File: config.mk
export PLATFORM = sky130hd
export DESIGN_NAME = fpoll_ctrl
export DESIGN_NICKNAME = d
export VERILOG_FILES = /design/src/hdl/fpoll_pkg.sv /design/src/hdl/fpoll_buscycle.sv /design/src/hdl/fpoll_ctrl.sv
export SDC_FILE = /design/constraint.sdc
export NUM_CORES = 1
export LEC_CHECK = 0
export CAP_MARGIN = 0
export CORE_AREA = 2 2 146 148
export CTS_CLUSTER_DIAMETER = 40
export DETAILED_ROUTE_END_ITERATION = 16
export DIE_AREA = 0 0 148 150
export DONT_BUFFER_PORTS = 1
export GPL_TIMING_DRIVEN = 0
export MAX_ROUTING_LAYER = met4
export PLACE_DENSITY = 0.42
export SKIP_LAST_GASP = 1
export SLEW_MARGIN = 40
export SYNTH_ARGS = -nofsm -noshare
export SYNTH_HDL_FRONTEND = slang
export SYNTH_SLANG_ARGS = --single-unit
File: constraint.sdc
create_clock -name i_mclk -period 5.2 [get_ports i_mclk]
set_input_delay 0.52 -clock i_mclk [delete_from_list [all_inputs] [get_ports i_mclk]]
set_output_delay 0.52 -clock i_mclk [all_outputs]
set_load 0.02 [all_outputs]
File: src/hdl/fpoll_pkg.sv
// Package of constants for the flash completion-polling host controller.
package fpoll_pkg;
    // Status word bit positions on the low data byte.
    localparam int unsigned POS_POLARITY     = 7;
    localparam int unsigned POS_TOGGLE       = 6;
    localparam int unsigned POS_TIMEOUT      = 5;
    localparam int unsigned POS_ERASE_TIMER  = 3;
    localparam int unsigned POS_SECTOR_TOG   = 2;
    localparam int unsigned POS_ABORT        = 1;
    // Flash bus geometry.
    localparam int unsigned DATA_W           = 16;
    localparam int unsigned ADDR_W           = 26;
    // Command words written to the flash.
    localparam logic [15:0] CMD_RESET        = 16'h00F0;
    localparam logic [15:0] CMD_ABORT_RESET  = 16'h00F0;
    localparam logic [15:0] CMD_SR_CLEAR     = 16'h0071;
    localparam logic [15:0] CMD_SR_READ      = 16'h0070;
    // Unlock cycles of the abort-reset sequence.
    localparam logic [ADDR_W-1:0] UNLOCK_A1  = 26'h000_0555;
    localparam logic [ADDR_W-1:0] UNLOCK_A2  = 26'h000_02AA;
    localparam logic [15:0] UNLOCK_D1        = 16'h00AA;
    localparam logic [15:0] UNLOCK_D2        = 16'h0055;
    // Bus cycle timing.
    localparam int unsigned CLK_PERIOD_PS    = 25000;
    localparam int unsigned BUS_CYCLE_NS     = 100;
    localparam int unsigned BUS_CYCLES       =
        (BUS_CYCLE_NS * 1000 + CLK_PERIOD_PS - 1) / CLK_PERIOD_PS;
    // Busy time that may follow a reset after a timeout.
    localparam int unsigned RESET_BUSY_US    = 2;
    localparam int unsigned RESET_BUSY_CYC   =
        (RESET_BUSY_US * 1000000 + CLK_PERIOD_PS - 1) / CLK_PERIOD_PS;
    // Result codes.
    localparam logic [1:0] RES_DONE          = 2'h0;
    localparam logic [1:0] RES_TIMEOUT       = 2'h1;
    localparam logic [1:0] RES_ABORT         = 2'h2;
    localparam logic [1:0] RES_ERROR         = 2'h3;
endpackage : fpoll_pkg

File: src/hdl/fpoll_buscycle.sv
// One asynchronous flash bus cycle, read or write, with fixed strobe width.
`timescale 1ns/1ps
`default_nettype none
module fpoll_buscycle #(
    parameter int unsigned CYCLES = fpoll_pkg::BUS_CYCLES
) (
    // Clock and reset
    input  wire logic                          i_mclk,
    input  wire logic                          i_rst,
    // Request
    input  wire logic                          i_start,
    input  wire logic                          i_write,
    input  wire logic [fpoll_pkg::ADDR_W-1:0]  i_addr,
    input  wire logic [fpoll_pkg::DATA_W-1:0]  i_wdata,
    // Answer
    output logic                               o_done,
    output logic [fpoll_pkg::DATA_W-1:0]       o_rdata,
    // Flash pins
    output logic [fpoll_pkg::ADDR_W-1:0]       o_addr,
    output logic                               o_ce_n,
    output logic                               o_oe_n,
    output logic                               o_we_n,
    output logic [fpoll_pkg::DATA_W-1:0]       o_dq,
    output logic                               o_dq_oe,
    input  wire logic [fpoll_pkg::DATA_W-1:0]  i_dq
);
    initial begin
        if (CYCLES < 1 || CYCLES > 255) begin
            $error("fpoll_buscycle: CYCLES out of range");
        end
    end

    logic [7:0] cnt;
    logic       busy;
    wire        last = busy && (cnt == 8'(CYCLES - 1));

    // Every read is a full cycle with OE released afterwards, so the device
    // sees a distinct read cycle and can advance its toggle bits.
    always_ff @(posedge i_mclk or posedge i_rst) begin
        if (i_rst) begin
            busy    <= 1'b0;
            cnt     <= 8'h00;
            o_done  <= 1'b0;
            o_rdata <= 16'h0000;
            o_addr  <= 26'h000_0000;
            o_ce_n  <= 1'b1;
            o_oe_n  <= 1'b1;
            o_we_n  <= 1'b1;
            o_dq    <= 16'h0000;
            o_dq_oe <= 1'b0;
        end else begin
            o_done <= last;
            if (i_start && !busy) begin
                busy    <= 1'b1;
                cnt     <= 8'h00;
                o_addr  <= i_addr;
                o_ce_n  <= 1'b0;
                o_oe_n  <= i_write;
                o_we_n  <= !i_write;
                o_dq    <= i_wdata;
                o_dq_oe <= i_write;
            end else if (last) begin
                busy    <= 1'b0;
                o_rdata <= i_dq;
                o_ce_n  <= 1'b1;
                o_oe_n  <= 1'b1;
                o_we_n  <= 1'b1;
                o_dq_oe <= 1'b0;
            end else if (busy) begin
                cnt <= cnt + 8'h01;
            end
        end
    end
endmodule : fpoll_buscycle
`default_nettype wire

File: src/hdl/fpoll_ctrl.sv
// Host controller that polls a flash operation to completion and clears errors.
//
// Operation
// - Read status twice in a row and compare the toggle bit.
// - Toggling with timeout high: recheck; still toggling means fail, write reset (the code writes 0x71 clear when status bit 5 or 4 is set).
// - Polling abandoned and resumed restarts with the double read.
// - After timeout write reset; allow up to 2 us of residual busy. The code writes the 0x71 status clear instead when status bit 5 or 4 is set.
// - On abort flag write the abort-reset sequence, clearing failure bits.
// - Non-suspended sectors give array data; program-suspended data is invalid.
// - Host reads status at an address in the targeted word or sector.
// - In error only status read, reset and clear; host must clear it.
`timescale 1ns/1ps
`default_nettype none
module fpoll_ctrl #(
    parameter int unsigned RESET_BUSY_CYC = fpoll_pkg::RESET_BUSY_CYC
) (
    // Clock and reset
    input  wire logic                          i_mclk,
    input  wire logic                          i_rst,
    // User command port
    input  wire logic                          i_start,
    input  wire logic                          i_abandon,
    input  wire logic [fpoll_pkg::ADDR_W-1:0]  i_target_addr,
    output logic                               o_busy,
    output logic                               o_done,
    output logic [1:0]                         o_result,
    output logic [7:0]                         o_status_reg,
    output logic [fpoll_pkg::DATA_W-1:0]       o_array_data,
    // Flash pins
    output logic [fpoll_pkg::ADDR_W-1:0]       o_flash_addr,
    output logic                               o_flash_ce_n,
    output logic                               o_flash_oe_n,
    output logic                               o_flash_we_n,
    output logic [fpoll_pkg::DATA_W-1:0]       o_flash_dq,
    output logic                               o_flash_dq_oe,
    input  wire logic [fpoll_pkg::DATA_W-1:0]  i_flash_dq,
    input  wire logic                          i_ready_busy_pin
);
    initial begin
        if (RESET_BUSY_CYC < 1 || RESET_BUSY_CYC >= (1 << 20)) begin
            $error("fpoll_ctrl: RESET_BUSY_CYC out of range");
        end
    end

    ////////////////////////////////////////////////////////////////////////////
    typedef enum logic [3:0] {
        ST_IDLE    = 4'b0000,
        ST_READ1   = 4'b0001,
        ST_READ2   = 4'b0011,
        ST_RECHK   = 4'b0010,
        ST_ARRAY   = 4'b0110,
        ST_SR_RD   = 4'b0111,
        ST_SR_GET  = 4'b0101,
        ST_CLEAR   = 4'b0100,
        ST_UNLK1   = 4'b1100,
        ST_UNLK2   = 4'b1101,
        ST_SETTLE  = 4'b1111,
        ST_FINISH  = 4'b1110
    } fpoll_state_e;

    fpoll_state_e state;
    fpoll_state_e next_state;

    logic [fpoll_pkg::ADDR_W-1:0] addr;
    logic                         first_toggle;
    logic [1:0]                   result;
    logic [19:0]                  settle_cnt;
    logic                         issued;

    // Bus cycle engine.
    logic                         bc_start;
    logic                         bc_write;
    logic [fpoll_pkg::ADDR_W-1:0] bc_addr;
    logic [fpoll_pkg::DATA_W-1:0] bc_wdata;
    logic                         bc_done;
    logic [fpoll_pkg::DATA_W-1:0] bc_rdata;

    fpoll_buscycle #(.CYCLES(fpoll_pkg::BUS_CYCLES)) u_cycle (
        .i_mclk  (i_mclk),
        .i_rst   (i_rst),
        .i_start (bc_start),
        .i_write (bc_write),
        .i_addr  (bc_addr),
        .i_wdata (bc_wdata),
        .o_done  (bc_done),
        .o_rdata (bc_rdata),
        .o_addr  (o_flash_addr),
        .o_ce_n  (o_flash_ce_n),
        .o_oe_n  (o_flash_oe_n),
        .o_we_n  (o_flash_we_n),
        .o_dq    (o_flash_dq),
        .o_dq_oe (o_flash_dq_oe),
        .i_dq    (i_flash_dq)
    );

    ////////////////////////////////////////////////////////////////////////////
    // Upper data byte is undefined while status is overlaid, so only the
    // low byte is examined.
    wire tog_now   = bc_rdata[fpoll_pkg::POS_TOGGLE];
    wire timed_out = bc_rdata[fpoll_pkg::POS_TIMEOUT];
    wire aborted   = bc_rdata[fpoll_pkg::POS_ABORT];
    wire toggling  = tog_now != first_toggle;
    wire is_write  = (state == ST_CLEAR) || (state == ST_UNLK1) || (state == ST_UNLK2);
    wire is_sr_rd  = state == ST_SR_RD;
    wire sr_err    = bc_rdata[5] || bc_rdata[4];

    function automatic logic [fpoll_pkg::DATA_W-1:0] clear_cmd(input logic [1:0] res,
                                                             input logic [1:0] step);
        if (res == fpoll_pkg::RES_ABORT) begin
            clear_cmd = (step == 2'd0) ? fpoll_pkg::UNLOCK_D1 :
                        (step == 2'd1) ? fpoll_pkg::UNLOCK_D2 : fpoll_pkg::CMD_ABORT_RESET;
        end else if (res == fpoll_pkg::RES_ERROR) begin
            clear_cmd = fpoll_pkg::CMD_SR_CLEAR;
        end else begin
            clear_cmd = fpoll_pkg::CMD_RESET;
        end
    endfunction : clear_cmd

    assign bc_write = is_write || is_sr_rd;
    assign bc_addr  = (state == ST_UNLK1) ? fpoll_pkg::UNLOCK_A1 :
                      (state == ST_UNLK2) ? fpoll_pkg::UNLOCK_A2 :
                      is_sr_rd            ? fpoll_pkg::UNLOCK_A1 : addr;
    assign bc_wdata = is_sr_rd            ? fpoll_pkg::CMD_SR_READ :
                      (state == ST_UNLK1) ? clear_cmd(result, 2'd0) :
                      (state == ST_UNLK2) ? clear_cmd(result, 2'd1) :
                                            clear_cmd(result, 2'd2);
    assign bc_start = (state != ST_IDLE) && (state != ST_SETTLE) && (state != ST_FINISH)
                      && !issued;

    ////////////////////////////////////////////////////////////////////////////
    always_comb begin
        next_state = state;
        case (state)
            ST_IDLE: begin
                if (i_start) begin
                    next_state = ST_READ1;
                end
            end
            ST_READ1: begin
                if (bc_done) begin
                    next_state = ST_READ2;
                end
            end
            ST_READ2: begin
                if (bc_done && i_abandon) begin
                    next_state = ST_IDLE;
                end else if (bc_done && !toggling) begin
                    next_state = ST_ARRAY;
                // recheck on flags
                // The second read may already be array data whose bits only look like
                // flags, so a flag is trusted only after a further toggling read.
                end else if (bc_done && (timed_out || aborted)) begin
                    next_state = ST_RECHK;
                end else if (bc_done) begin
                    next_state = ST_READ2;
                end
            end
            ST_RECHK: begin
                if (bc_done && !toggling) begin
                    next_state = ST_ARRAY;
                end else if (bc_done && aborted) begin
                    next_state = ST_UNLK1;
                end else if (bc_done) begin
                    next_state = ST_SR_RD;
                end
            end
            ST_SR_RD: begin
                if (bc_done) begin
                    next_state = ST_SR_GET;
                end
            end
            ST_SR_GET: begin
                if (bc_done) begin
                    next_state = ST_CLEAR;
                end
            end
            ST_UNLK1: begin
                if (bc_done) begin
                    next_state = ST_UNLK2;
                end
            end
            ST_UNLK2: begin
                if (bc_done) begin
                    next_state = ST_CLEAR;
                end
            end
            ST_CLEAR: begin
                if (bc_done) begin
                    next_state = ST_SETTLE;
                end
            end
            ST_SETTLE: begin
                if (i_ready_busy_pin || settle_cnt == 20'(RESET_BUSY_CYC - 1)) begin
                    next_state = ST_FINISH;
                end
            end
            ST_ARRAY: begin
                if (bc_done) begin
                    next_state = ST_FINISH;
                end
            end
            ST_FINISH: begin
                next_state = ST_IDLE;
            end
            default: begin
                next_state = ST_IDLE;
            end
        endcase
    end

    always_ff @(posedge i_mclk or posedge i_rst) begin
        if (i_rst) begin
            state        <= ST_IDLE;
            addr         <= 26'h000_0000;
            first_toggle <= 1'b0;
            result       <= fpoll_pkg::RES_DONE;
            settle_cnt   <= 20'h0_0000;
            issued       <= 1'b0;
            o_busy       <= 1'b0;
            o_done       <= 1'b0;
            o_result     <= fpoll_pkg::RES_DONE;
            o_status_reg <= 8'h00;
            o_array_data <= 16'h0000;
        end else begin
            state      <= next_state;
            issued     <= (next_state == state) && (issued || bc_start) && !bc_done;
            settle_cnt <= (state == ST_SETTLE) ? settle_cnt + 20'h0_0001 : 20'h0_0000;
            o_busy     <= next_state != ST_IDLE;
            o_done     <= state == ST_FINISH;
            if (state == ST_IDLE && i_start) begin
                addr   <= i_target_addr;
                result <= fpoll_pkg::RES_DONE;
            end
            if (bc_done && (state == ST_READ1 || state == ST_READ2 || state == ST_RECHK)) begin
                first_toggle <= tog_now;
            end
            if (state == ST_RECHK && bc_done && toggling && aborted) begin
                result <= fpoll_pkg::RES_ABORT;
            end
            if (state == ST_SR_GET && bc_done) begin
                o_status_reg <= bc_rdata[7:0];
                result       <= sr_err ? fpoll_pkg::RES_ERROR : fpoll_pkg::RES_TIMEOUT;
            end
            if (state == ST_ARRAY && bc_done) begin
                o_array_data <= bc_rdata;
            end
            if (state == ST_FINISH) begin
                o_result <= result;
            end
        end
    end
endmodule : fpoll_ctrl
`default_nettype wire

==> flow_metrics.tcl <==
set metrics [dict create \
    drc 0 \
    violations "hold timing" \
    fillers 2110 \
    syn_inst 505 \
    multiInputGateArea_um2 2310 \
    grt_usage_pct 14.0 \
    pre_cts_slack_ns 2.83 \
    grt_pass1_vias 4084 \
    leakagePower_uw 0.00306 \
    cts_hold_buf 0 \
    syn-cell-area_um2 6120 \
    cts_made_buffers 17 \
    power_frac_clock_pct 28.7 \
    yosysTopAreaCell "dfrtp_1" \
    cap_violations 0 \
    synth_top_area_share_pct 57.6 \
    worstMarginPinSlew_ns 0.717 \
    drv_slew 0 \
    ys_seq_elements 144 \
    hold_ws_ns -0.0177 \
    port_buffers 0 \
    p_comb_share_pct 24.3 \
    p_per_area_nw_per_um2 633 \
    synth_common_cells "dfrtp_1, mux2_2, nand2_1" \
    peakVddDrop_v 0.000316 \
    switchingPower_uw 1630 \
    setup_violations 0 \
    finalCritPeriodShare_pct 44.7 \
    slew_headroom_pct 51.7 \
    finalHoldViolCount 3 \
    min_path_type "in -> async" \
    htreeDepth 4 \
    clk_pin_slew_ns 0.06 \
    synth_ff_type "dfrtp_1" \
    dieHeight_um 150 \
    io_pins 121 \
    worstSkewPairLatency_ns 0.42 \
    r2r-start "u_cycle.cnt[0]$_DFFE_PP0P_" \
    core-area_um2 20700 \
    viasPerCell 4.86 \
    post_cts_buffers 0 \
    finish.net_count 581 \
    setup.worst_path.start "u_cycle.cnt[0]$_DFFE_PP0P_" \
    clockBufferDepth 2 \
    grt_max_degree 76 \
    routabilityCongestion 0.816 \
    initial_core_util_pct 29.6 \
    crit_end "u_cycle.o_rdata[9]$_DFFE_PP0P_" \
    ys_async_sr_fraction_pct 100 \
    dp_hpwl_um 10200 \
    routedWlPerCell_um 17.7 \
    cts-resized-gates 0 \
    drive_gt1_share_pct 24.6 \
    drt_pass1_iterations 4 \
    synthToLayoutAreaGrowth_pct 17.2 \
    p_int_uw 2920 \
    worstPathRequired_ns 5.50 \
    path_max_fanout 10 \
    fmax_mhz 431 \
    switching_share_pct 35.8 \
    grtUsageMet2_pct 21.6 \
    cp-start-kind "flop" \
    ys_warn_count 0 \
    grtUsageMet1_pct 17.2 \
    ff2ff_path_depth 7 \
    detail-route-antenna-nets 0 \
    design_area_um2 7180 \
    antenna_found_initial 1 \
    power_frac_seq_pct 47.0 \
    synth_edf_count 0 \
    r2r_end "u_cycle.o_rdata[9]$_DFFE_PP0P_" \
    final-seq-area_um2 3610 \
    yosysUniqueCellTypes 52 \
    drt_wl_total_um 14600 \
    synthTopCellsByArea "dfrtp_1, mux2_2, o21ai_0" \
    finalClockSkew_ns 0.0109 \
    die_x_um 148 \
    rrSetupSlack_ns 2.88 \
    largestRegisters "addr x26, u_cycle.o_addr x26, settle_cnt x20" \
    first_iter_violations 195 \
    overflow 0 \
    outcome "complete, but fails checks" \
    worstPathArrival_ns 2.62 \
    fin_crit_ns 2.32 \
    cts_root_buf "clkbuf_16" \
    end_kind "flop" \
    rsz0062_at_grt "false" \
    synth-seq-area-share_pct 58.9 \
    std_cell_rows 53 \
    grt_pass1_wl_um 23100 \
    use_met3_pct 4.76 \
    vias 3991 \
    cts.sinks 144 \
    post_synth.cell_area_avg_um2 12.1 \
    cts_tree "yes" \
    yosysMostFrequentCell "dfrtp_1" \
    setup_slack_ns 2.88 \
    die-area_um2 22200 \
    top_usage_layer "met2" \
    crit_type "reg -> reg" \
    place_area_um2 6530 \
]
how the worst min path moves through the flow:
stage / end / cells after the start / slack [ns] / start
after global routing: u_cycle.o_addr[20]$_DFFE_PP0P_ / 1 / 0.02 / i_rst
after detailed placement: u_cycle.o_addr[20]$_DFFE_PP0P_ / 1 / 0.46 / i_rst
after global placement: settle_cnt[0]$_DFF_PP0_ / 1 / 0.44 / settle_cnt[0]$_DFF_PP0_
final: u_cycle.o_addr[20]$_DFFE_PP0P_ / 1 / -0.02 / i_rst
after CTS: u_cycle.o_addr[20]$_DFFE_PP0P_ / 1 / 0.005 / i_rst
after floorplan: settle_cnt[0]$_DFF_PP0_ / 1 / 0.42 / settle_cnt[0]$_DFF_PP0_
power groups by stage:
stage,sequential (µW),clock [µW],combinational (µW)
2_1_floorplan,2040,0,884
3_3_place_gp,2150,0,1080
3_5_place_dp,2170,0,1110
4_1_cts,2150,1340,1120
5_1_grt,2200,1390,1240
6_report,2140,1300,1100
through the flow:
step	TNS (ns)	cells	utilization, %	total power, µW
2_1_floorplan	0	512	-	2920
3_3_place_gp	-113.70	787	31.4	3230
3_5_place_dp	0	788	31.6	3280
4_1_cts	0	820	34.6	4600
5_1_grt	0	821	34.7	4830
6_report	0	821	34.7	4540
layer usage:
metal / part of all wire, % / vias to the layer above
met5: 0 / -
met2: 48 / 123
met1: 44 / 2012
met3: 6.7 / 18
met4: 1.2 / 0
li1: - / 1838
placed cells by master, fill, tap and decap left out, types with 6 or more instances in the layout:
master     count
a21oi_1       14
a22o_1        15
and3_1         6
buf_2          8
buf_4         12
clkbuf_1      13
clkbuf_16     17
clkbuf_8       6
conb_1         8
dfrtp_1      141
inv_1         11
mux2_2        69
nand2_1       39
nand3_1       11
nor2_1        33
nor2b_1        6
o21ai_0       32
xnor2_1       10
xor2_1        11
critical path, cell delays in order (launching register included):
cell and delay (ns):
dfrtp_1 0.39, ha_1 0.22, or4b_1 0.46, nor4_2 0.24, and2_1 0.17, buf_2 0.15
buf_4 0.21, mux2_2 0.35
cells by family (layout without fill, tap and decap cells):
family,count (synthesis),count (layout),synth area share [%]
flops,144,144,58.9
simple gates,135,135,11.3
compound gates,87,87,9.59
mux,70,70,12.9
buf+inv,45,78,3.90
xor+xnor,21,21,3.00
fa+ha+maj,2,2,0.409
other cells,1,9,0.0613
layout make-up:
class	instances	share of cell area, %
clock inverters	7	1.69
well taps	275	4.80
repair buffers	1	0.384
flip-flops and latches	144	50.3
plain buffers	33	2.70
clock buffers	25	7.18
inverters	12	0.732
diodes	1	0.0349
multi-input cells	323	32.2
Power figures use the tool's default switching activity.
